--- config.mk ---
export PLATFORM = sky130hd
export DESIGN_NAME = psrb_top
export DESIGN_NICKNAME = d
export VERILOG_FILES = /design/src/inc/psrb_pkg.sv /design/src/core/psrb_top.sv /design/src/core/psrb_mask_reg.sv
export VERILOG_INCLUDE_DIRS = /design/src /design/src/inc
export SDC_FILE = /design/constraint.sdc
export NUM_CORES = 1
export LEC_CHECK = 0
export BUFFER_PORTS_ARGS = -buffer_cell sky130_fd_sc_hd__buf_2
export CAP_MARGIN = 25
export CORE_ASPECT_RATIO = 1.4
export CORE_MARGIN = 4
export CORE_UTILIZATION = 37
export CTS_BUF_LIST = sky130_fd_sc_hd__clkbuf_16
export DETAILED_ROUTE_END_ITERATION = 8
export GPL_TIMING_DRIVEN = 0
export PLACE_DENSITY = 0.91
export SLEW_MARGIN = 25
export SYNTH_ARGS = -nofsm -noshare
export SYNTH_HDL_FRONTEND = slang
export SYNTH_SLANG_ARGS = --single-unit
--- constraint.sdc ---
create_clock -name clk_i -period 1.4 [get_ports clk_i]
set_input_delay 0.14 -clock clk_i [delete_from_list [all_inputs] [get_ports clk_i]]
set_output_delay 0.14 -clock clk_i [all_outputs]
set_load 0.05 [all_outputs]
--- src/inc/psrb_cfg.svh ---
/*
  Constants of the peripheral soft reset bank: offsets, field positions,
  implemented-bit masks and reset values.
  Assumes it is included by bare name from the package and design files.
*/
`ifndef PSRB_CFG_SVH
`define PSRB_CFG_SVH

// Byte offsets of the two registers on the register bus.
`define PSRB_PERIPH_OFS 12'h044
`define PSRB_PORT_OFS 12'h048

// Reset values of both registers.
`define PSRB_PERIPH_RST 32'h0000_0000
`define PSRB_PORT_RST 32'h0000_0000

// Bits that exist in each register; every other bit reads as zero.
`define PSRB_PERIPH_IMPL 32'h000F_1013
`define PSRB_PORT_IMPL 32'h0000_00FF

// Field positions in the peripheral reset register.
`define PSRB_BIT_SERIAL0 0
`define PSRB_BIT_SERIAL1 1
`define PSRB_BIT_SYNC0 4
`define PSRB_BIT_TWO_WIRE0 12
`define PSRB_BIT_GP0 16
`define PSRB_BIT_GP1 17
`define PSRB_BIT_GP2 18
`define PSRB_BIT_GP3 19

// Width of the port reset field.
`define PSRB_PORT_BITS 8

`endif

--- src/inc/psrb_pkg.sv ---
/*
  Types shared by the peripheral soft reset bank.
  Assumes psrb_cfg.svh is on the include path.
*/
`default_nettype none
`include "psrb_cfg.svh"

package psrb_pkg;

  // One reset line per general-purpose I/O port.
  typedef struct packed {
    logic port_h_reset;
    logic port_g_reset;
    logic port_f_reset;
    logic port_e_reset;
    logic port_d_reset;
    logic port_c_reset;
    logic port_b_reset;
    logic port_a_reset;
  } psrb_port_rst_s;

  // One reset line per serial, two-wire and counter peripheral.
  typedef struct packed {
    logic gp_counter_three_reset;
    logic gp_counter_two_reset;
    logic gp_counter_one_reset;
    logic gp_counter_zero_reset;
    logic two_wire_unit_zero_reset;
    logic sync_serial_unit_zero_reset;
    logic serial_port_one_reset;
    logic serial_port_zero_reset;
  } psrb_periph_rst_s;

  typedef logic [31:0] psrb_word_t;

  // Expands the four byte enables into a bit mask.
  function automatic psrb_word_t psrb_be_mask(input logic [3:0] be);
    psrb_word_t m;
    m = {{8{be[3]}}, {8{be[2]}}, {8{be[1]}}, {8{be[0]}}};
    return m;
  endfunction : psrb_be_mask

endpackage : psrb_pkg

`default_nettype wire

--- src/core/psrb_top.sv ---
/*
  Peripheral soft reset bank: two software registers on an Avalon-MM slave
  that hold the per-port and per-peripheral reset lines.
  Assumes the capability words arrive as stable inputs synchronous to clk_i
  and that the master keeps each request steady until waitrequest is low.
*/
`default_nettype none
`include "psrb_cfg.svh"

// Functional notes
// - Writes to the port reset register only change bits enabled by capability word four.
// - The port reset register holds eight writable bits, port A at bit 0 to port H at bit 7, zero after reset.
// - Bits 31 to 8 of the port reset register read zero and cannot be written.
// - The peripheral reset register holds the sync serial unit at bit 4 and serial ports 1 and 0 at bits 1 and 0.
// - Bits 11 to 5 and 3 to 2 of the peripheral reset register read zero and cannot be written.
// - The peripheral reset register holds one reset bit for each of the four general counters.
// - The peripheral reset register holds a reset bit for two-wire unit zero.
// - Writes to the peripheral reset register at offset 0x044 only change bits enabled by capability word two.
module psrb_top (
  input wire logic clk_i,
  input wire logic rst_n_i,
  input wire logic ce_i,
  input wire logic [11:0] avs_address_i,
  input wire logic avs_read_i,
  input wire logic avs_write_i,
  input wire logic [31:0] avs_writedata_i,
  input wire logic [3:0] avs_byteenable_i,
  output logic [31:0] avs_readdata_o,
  output logic avs_waitrequest_o,
  input wire logic [31:0] capability_register_two_i,
  input wire logic [31:0] capability_register_four_i,
  output psrb_pkg::psrb_port_rst_s port_rst_o,
  output psrb_pkg::psrb_periph_rst_s periph_rst_o
);

  logic rst_meta_ff;
  logic rst_sync_ff;
  logic ack_ff;
  logic nxt_ack;
  logic [31:0] rdata_ff;
  logic [31:0] nxt_rdata;
  logic req;
  logic accept;
  logic hit_port;
  logic hit_periph;
  logic [31:0] port_q;
  logic [31:0] periph_q;

  // Reset release through two flops so every flop leaves reset on the same
  // edge; the synchroniser runs even while ce_i is low.
  always_ff @(posedge clk_i or negedge rst_n_i)
  begin
    if (!rst_n_i)
    begin
      rst_meta_ff <= 1'b0;
      rst_sync_ff <= 1'b0;
    end
    else
    begin
      rst_meta_ff <= 1'b1;
      rst_sync_ff <= rst_meta_ff;
    end
  end

  // Address decode ignores the two byte-offset bits of the word address.
  assign req = avs_read_i | avs_write_i;
  assign hit_port = (avs_address_i[11:2] == 10'(`PSRB_PORT_OFS >> 2));
  assign hit_periph = (avs_address_i[11:2] == 10'(`PSRB_PERIPH_OFS >> 2));
  assign accept = req & ack_ff & ce_i;

  // An access takes one wait cycle while ce_i stays high; that cycle latches the read data so
  // the answer comes from a flop rather than from the decode path.
  always_comb
  begin
    nxt_ack = ack_ff;
    nxt_rdata = rdata_ff;
    if (ce_i)
    begin
      nxt_ack = req & ~ack_ff;
      if (avs_read_i && !ack_ff)
      begin
        if (hit_port)
        begin
          nxt_rdata = port_q;
        end
        else if (hit_periph)
        begin
          nxt_rdata = periph_q;
        end
        else
        begin
          nxt_rdata = 32'h0000_0000; // Unmapped reads answer zero.
        end
      end
    end
  end

  always_ff @(posedge clk_i or negedge rst_sync_ff)
  begin
    if (!rst_sync_ff)
    begin
      ack_ff <= 1'b0;
      rdata_ff <= 32'h0000_0000;
    end
    else
    begin
      ack_ff <= nxt_ack;
      rdata_ff <= nxt_rdata;
    end
  end

  // The answer is only given while ce_i is high; otherwise a master would see
  // the access finish in a cycle in which no register could take the write.
  assign avs_waitrequest_o = req & ~(ack_ff & ce_i);
  assign avs_readdata_o = rdata_ff;

  // Port register: the capability word masks absent ports out of a write.
  psrb_mask_reg #(
    .IMPL_MASK(`PSRB_PORT_IMPL),
    .RST_VAL(`PSRB_PORT_RST)
  ) u_port_reg (
    .clk_i(clk_i),
    .rst_n_i(rst_sync_ff),
    .ce_i(ce_i),
    .wr_i(accept & avs_write_i & hit_port),
    .wdata_i(avs_writedata_i),
    .be_i(avs_byteenable_i),
    .cap_i(capability_register_four_i),
    .q_o(port_q)
  );

  // Peripheral register: gated the same way by capability word two.
  psrb_mask_reg #(
    .IMPL_MASK(`PSRB_PERIPH_IMPL),
    .RST_VAL(`PSRB_PERIPH_RST)
  ) u_periph_reg (
    .clk_i(clk_i),
    .rst_n_i(rst_sync_ff),
    .ce_i(ce_i),
    .wr_i(accept & avs_write_i & hit_periph),
    .wdata_i(avs_writedata_i),
    .be_i(avs_byteenable_i),
    .cap_i(capability_register_two_i),
    .q_o(periph_q)
  );

  // Reset lines follow the register bits directly; a set bit keeps the
  // peripheral in reset until software clears it.
  assign port_rst_o = port_q[`PSRB_PORT_BITS-1:0];

  // One process fills the whole struct, so the output has a single driver.
  always_comb
  begin
    periph_rst_o.serial_port_zero_reset = periph_q[`PSRB_BIT_SERIAL0];
    periph_rst_o.serial_port_one_reset = periph_q[`PSRB_BIT_SERIAL1];
    periph_rst_o.sync_serial_unit_zero_reset = periph_q[`PSRB_BIT_SYNC0];
    periph_rst_o.two_wire_unit_zero_reset = periph_q[`PSRB_BIT_TWO_WIRE0];
    periph_rst_o.gp_counter_zero_reset = periph_q[`PSRB_BIT_GP0];
    periph_rst_o.gp_counter_one_reset = periph_q[`PSRB_BIT_GP1];
    periph_rst_o.gp_counter_two_reset = periph_q[`PSRB_BIT_GP2];
    periph_rst_o.gp_counter_three_reset = periph_q[`PSRB_BIT_GP3];
  end

  logic wr_port_acc;
  logic wr_periph_acc;
  assign wr_port_acc = accept & avs_write_i & hit_port;
  assign wr_periph_acc = accept & avs_write_i & hit_periph;
endmodule : psrb_top

`default_nettype wire

--- src/core/psrb_mask_reg.sv ---
/*
  One 32-bit control register whose writes are gated by a capability word,
  by byte enables and by the set of bits that exist.
  Assumes an active-low reset whose release is already synchronised to clk_i.
*/
`default_nettype none
`include "psrb_cfg.svh"

module psrb_mask_reg #(
  parameter logic [31:0] IMPL_MASK = 32'h0000_0000,
  parameter logic [31:0] RST_VAL = 32'h0000_0000
) (
  input wire logic clk_i,
  input wire logic rst_n_i,
  input wire logic ce_i,
  input wire logic wr_i,
  input wire logic [31:0] wdata_i,
  input wire logic [3:0] be_i,
  input wire logic [31:0] cap_i,
  output logic [31:0] q_o
);

  logic [31:0] q_ff;
  logic [31:0] nxt_q;
  logic [31:0] wmask;

  // Only bits that exist, are enabled by byte lane and are present per
  // capability change; absent peripherals therefore keep reading zero.
  always_comb
  begin
    wmask = psrb_pkg::psrb_be_mask(be_i) & cap_i & IMPL_MASK;
    nxt_q = q_ff;
    if (ce_i && wr_i)
    begin
      nxt_q = (q_ff & ~wmask) | (wdata_i & wmask);
    end
  end

  // Register stage; reserved bits can never become one.
  always_ff @(posedge clk_i or negedge rst_n_i)
  begin
    if (!rst_n_i)
    begin
      q_ff <= RST_VAL;
    end
    else
    begin
      q_ff <= nxt_q & IMPL_MASK;
    end
  end

  assign q_o = q_ff;

endmodule : psrb_mask_reg

`default_nettype wire

# After elaboration in Yosys (flattened, before gate mapping)
# Index checks and enable logic that the tools add are counted.
[word_totals]
romBits = 0
ram_bits = 0
regBits = 51
latch_bits = 0
n_memories = 0
out_inout_bits = 49
input_bits = 117
word_cells = 36
[classes]
n_shift = 0
magnitude_cmp = 0
muxes = 2
n_div = 0
reduce_logical = 5
mul = 0
n_addsub = 0
eq_ne = 2
n_bitwise = 21
[ops]
columns = ["operator", "count"]
rows = [
  ["$and 20x20->20", 3],
  ["$mux 20", 2],
  ["$and 8x8->8", 3],
  ["$eq 10x5->1 const B", 2],
  ["$not 20->20", 1],
  ["$or 20x20->20", 1],
  ["$and 1x1->1", 8],
  ["$not 8->8", 1],
  ["$or 8x8->8", 1],
  ["$logic_and 1x1->1", 3],
  ["$not 1->1", 2],
  ["$reduce_and 2->1", 1],
  ["$logic_not 1->1", 1],
  ["$or 1x1->1", 1],
]

# Longest topological paths before layout
[depth]
word_depth = 6
mapped_depth = 5

# Modules after synthesis
# A second synthesis with hierarchy kept.
[hier_totals]
hier_cells = 228
area_unflattened_um2 = 2680.1
[modules_own_cells]
columns = ["module", "cells_each", "instances", "area_each_um2"]
rows = [
  ["psrb_top", 125, 1, 1594.0],
  ["psrb_mask_reg (u_port_reg)", 52, 1, 546.8],
  ["psrb_mask_reg (u_periph_reg)", 51, 1, 539.3],
]

# Worst setup path before layout
# Ideal clock, no wire load.
[synth_timing]
kind = "input to register"
startpoint = "input avs_address_i[5]"
endpoint = "register (tool-made name)"
slack_ns = -0.283
t_arrival_ns = 1.556
path_stages = 5
setup_time_ns = 0.128
t_required_ns = 1.272
cell_sequence = "or4b_1 -> buf_6 -> buf_6 -> nor4_2 -> mux2_1"
[synth_lines]
columns = ["element", "line", "rtl"]
rows = [
  ["start, declared", "psrb_top.sv:23", "input wire logic [11:0] avs_address_i,"],
]

==> qor.yml <==
final_layout:
  multi_input_area_um2: 1015
  final_nets: 376
  nFillCells: 375
  regArea_um2: 802.0
  drive_above_1_share_pct: 62.31
  diodes: 0
  final_util_pct: 62.83
  syn_to_final_growth_pct: 61.82
logic_synthesis:
  avgSynthCellArea_um2: 12.78
  syn_area_um2: 1789
  yosysWarningCount: 0
  synth_flop_cell: "dfrtp_1"
  yosysSeqAreaShare_pct: 44.76
  synth-edff-count: 0
  async_flop_share_pct: 100.0
  yosysUniqueCellTypes: 25
  synth-seq-cells: 32
  syn_inst: 140
worst_setup_path:
  worstReg2RegStart: "ack_ff"
  start_kind: "input pin"
  required_ns: 1.55
  crit_slowest_cell: "or4_4"
  crit_type: "input pin to register"
  worstRegToRegCells: 4
  path_max_fanout: 6
  rrSetupSlack_ns: -0.11
  cpPeakStageDelay_ns: 0.63
  startpoint: "avs_address_i[10]"
  arrival_ns: 1.71
  path_cells: "buf_6 -> or4_4 -> buf_4 -> nor4_4 -> mux2_2"
  end_kind: "register"
floorplan:
  die_h_um: 90.28
  rows: 29
  die_w_um: 66.77
  fp.coreArea_um2: 4608
  die_area_um2: 6028
  start_util_pct: 38.83
  io_pins: 166
sta:
  hold_viol_final: 0
  worst_pin_slew_ns: 0.6515
  whs_ns: 0.09914
  period_needed_ns: 1.557
  layout_setup_ws_ns: -0.1567
  clock.fmax_mhz: 642.4
  setup_violations: 29
  finalCritPeriodShare_pct: 111.2
  rsz0062_at_grt: "yes"
  maxSlewViolCount: 0
  skew_ns: 0.006736
  maxSlewHeadroom_pct: 56.57
cts:
  path_clk_slew_ns: 0.05
  cts_tree: "built"
  cts_sinks: 32
  cts_buffers: 5
  clockBufferDepth: 2
  cts_root_buf: "clkbuf_16"
  h-tree-depth: 2
  clock_latency_ns: 0.27
status:
  run_status: "finished with violations"
  violations: "negative setup slack"
route:
  viasPerCell: 4.845
  routed_wl_um: 5120
  vias: 1560
  postRouteAntennaNets: 0
  drt_iter0_markers: 35
  drt-wirelength-per-cell_um: 15.90
  route.detailed.drc: 0
  firstDrtPassIters: 4
global_route:
  grt_pass1_wl_um: 7797
  grt_util_all_layers_pct: 16.80
  grt_max_degree: 31
  antenna_found_initial: 0
  grt-ovfl-total: 0
  grt_pass1_vias: 1613
job:
  cap_violations: 0
pwr:
  total_power_mw: 2.368
  vdd_drop_max_uv: 412.1
  p_per_area_nw_per_um2: 817.8
  p_leak_nw: 1.600
min_path:
  hp-class: "input pin to register"
  min-delay-start: "avs_writedata_i[17]"
placed_design:
  dp_hpwl_um: 3624
  io_buffers: 76
  place.gp.congestion: 0.7779
cells by family (layout without fill, tap and decap cells):
family                 after synthesis  in the layout  share of synthesized area (%)
and+or+nand+nor                     47             47                          25.38
DFF                                 32             32                          44.76
buffers and inverters               28            130                          12.24
muxes                               16             16                          10.07
AOI/OAI and AO/OA                   15             15                          7.132
other                                2             20                         0.4197
metrics by stage:
stage / std cells / setup TNS, ns / worst slack, ns / area (µm²)
global placement: 296 / -11.27 / -0.5195 / 2384
global route: 322 / -3.611 / -0.1856 / 2895
floorplan: 158 / -4.510 / -0.2617 / 1926
detailed placement: 296 / -11.74 / -0.5089 / 2385
CTS: 317 / -1.819 / -0.1263 / 2729
finish: 322 / -2.398 / -0.1567 / 2895
cells in the mapped netlist (2+ instances only):
| cell | n | area [µm²] |
|---|---|---|
| a221o_1 | 3 | 30.03 |
| a22o_1 | 10 | 87.58 |
| and2_0 | 3 | 18.77 |
| buf_4 | 20 | 150.1 |
| buf_6 | 3 | 33.78 |
| clkbuf_1 | 3 | 11.26 |
| conb_1 | 2 | 7.510 |
| dfrtp_1 | 32 | 800.8 |
| mux2_1 | 10 | 112.6 |
| mux2_2 | 6 | 67.56 |
| nand2b_1 | 2 | 12.51 |
| nand3b_1 | 14 | 105.1 |
| nand4_1 | 2 | 12.51 |
| nand4b_1 | 4 | 35.03 |
| nor4_1 | 6 | 37.54 |
| nor4_2 | 6 | 75.07 |
| nor4_4 | 6 | 127.6 |
per-layer routing:
metal	track usage, %	up-vias	wire [µm]
met4	5.085	0	35
li1	-	729	-
met5	0	-	0
met1	21.93	756	2115
met3	2.864	4	372
met2	27.81	71	2596
where the power goes:
group | leakage [nW] | switching, mW | internal (mW) | total (mW)
combinational | 1.08 | 0.260 | 0.165 | 0.425
sequential | 0.440 | 0.0213 | 0.934 | 0.956
clock | 0.0762 | 0.347 | 0.640 | 0.987
cell usage in the layout, fill, tap and decap left out, types with 4 or more instances in the layout:
cell type / count
a22o_1: 10
buf_12: 4
dfrtp_1: 31
nand4b_1: 4
buf_6: 6
buf_4: 31
clkbuf_16: 6
nor4_4: 16
nand3b_1: 14
conb_1: 20
mux2_4: 12
buf_2: 72
final cells by class:
| class | count | area share, % |
|---|---|---|
| multi-input cells | 98 | 35.05 |
| inverters | 1 | 0.1296 |
| clock inverters | 3 | 0.4322 |
| flip-flops and latches | 32 | 27.70 |
| well taps | 62 | 2.679 |
| plain buffers | 26 | 8.254 |
| repair buffers | 95 | 21.43 |
| clock buffers | 5 | 4.322 |
how the worst min path moves through the flow:
stage / endpoint / slack (ns) / cells after the start
floorplan: rst_meta_ff / -0.16 / 0
global route: register / 0.1 / 2
detailed placement: rst_meta_ff / -0.07 / 1
global placement: rst_sync_ff / -0.08 / 1
finish: register / 0.1 / 2
CTS: register / 0.08 / 2
worst max-delay path, delay by kind of cell:
kind | cells | cell delay [ns]
buf+inv | 2 | 0.28
mux | 1 | 0.36
simple gates | 2 | 0.92
timing repair:
item | in CTS | in global routing
cloned | 1 | 1
setup endpoints to repair | 29 | 30
setup buffers | 11 | 5
resized for setup | 16 | 23
pin swaps | 6 | 9
hold endpoints to repair | 2 | 0
hold buffers | 1 | 0
(Power assumes the default switching activity.)
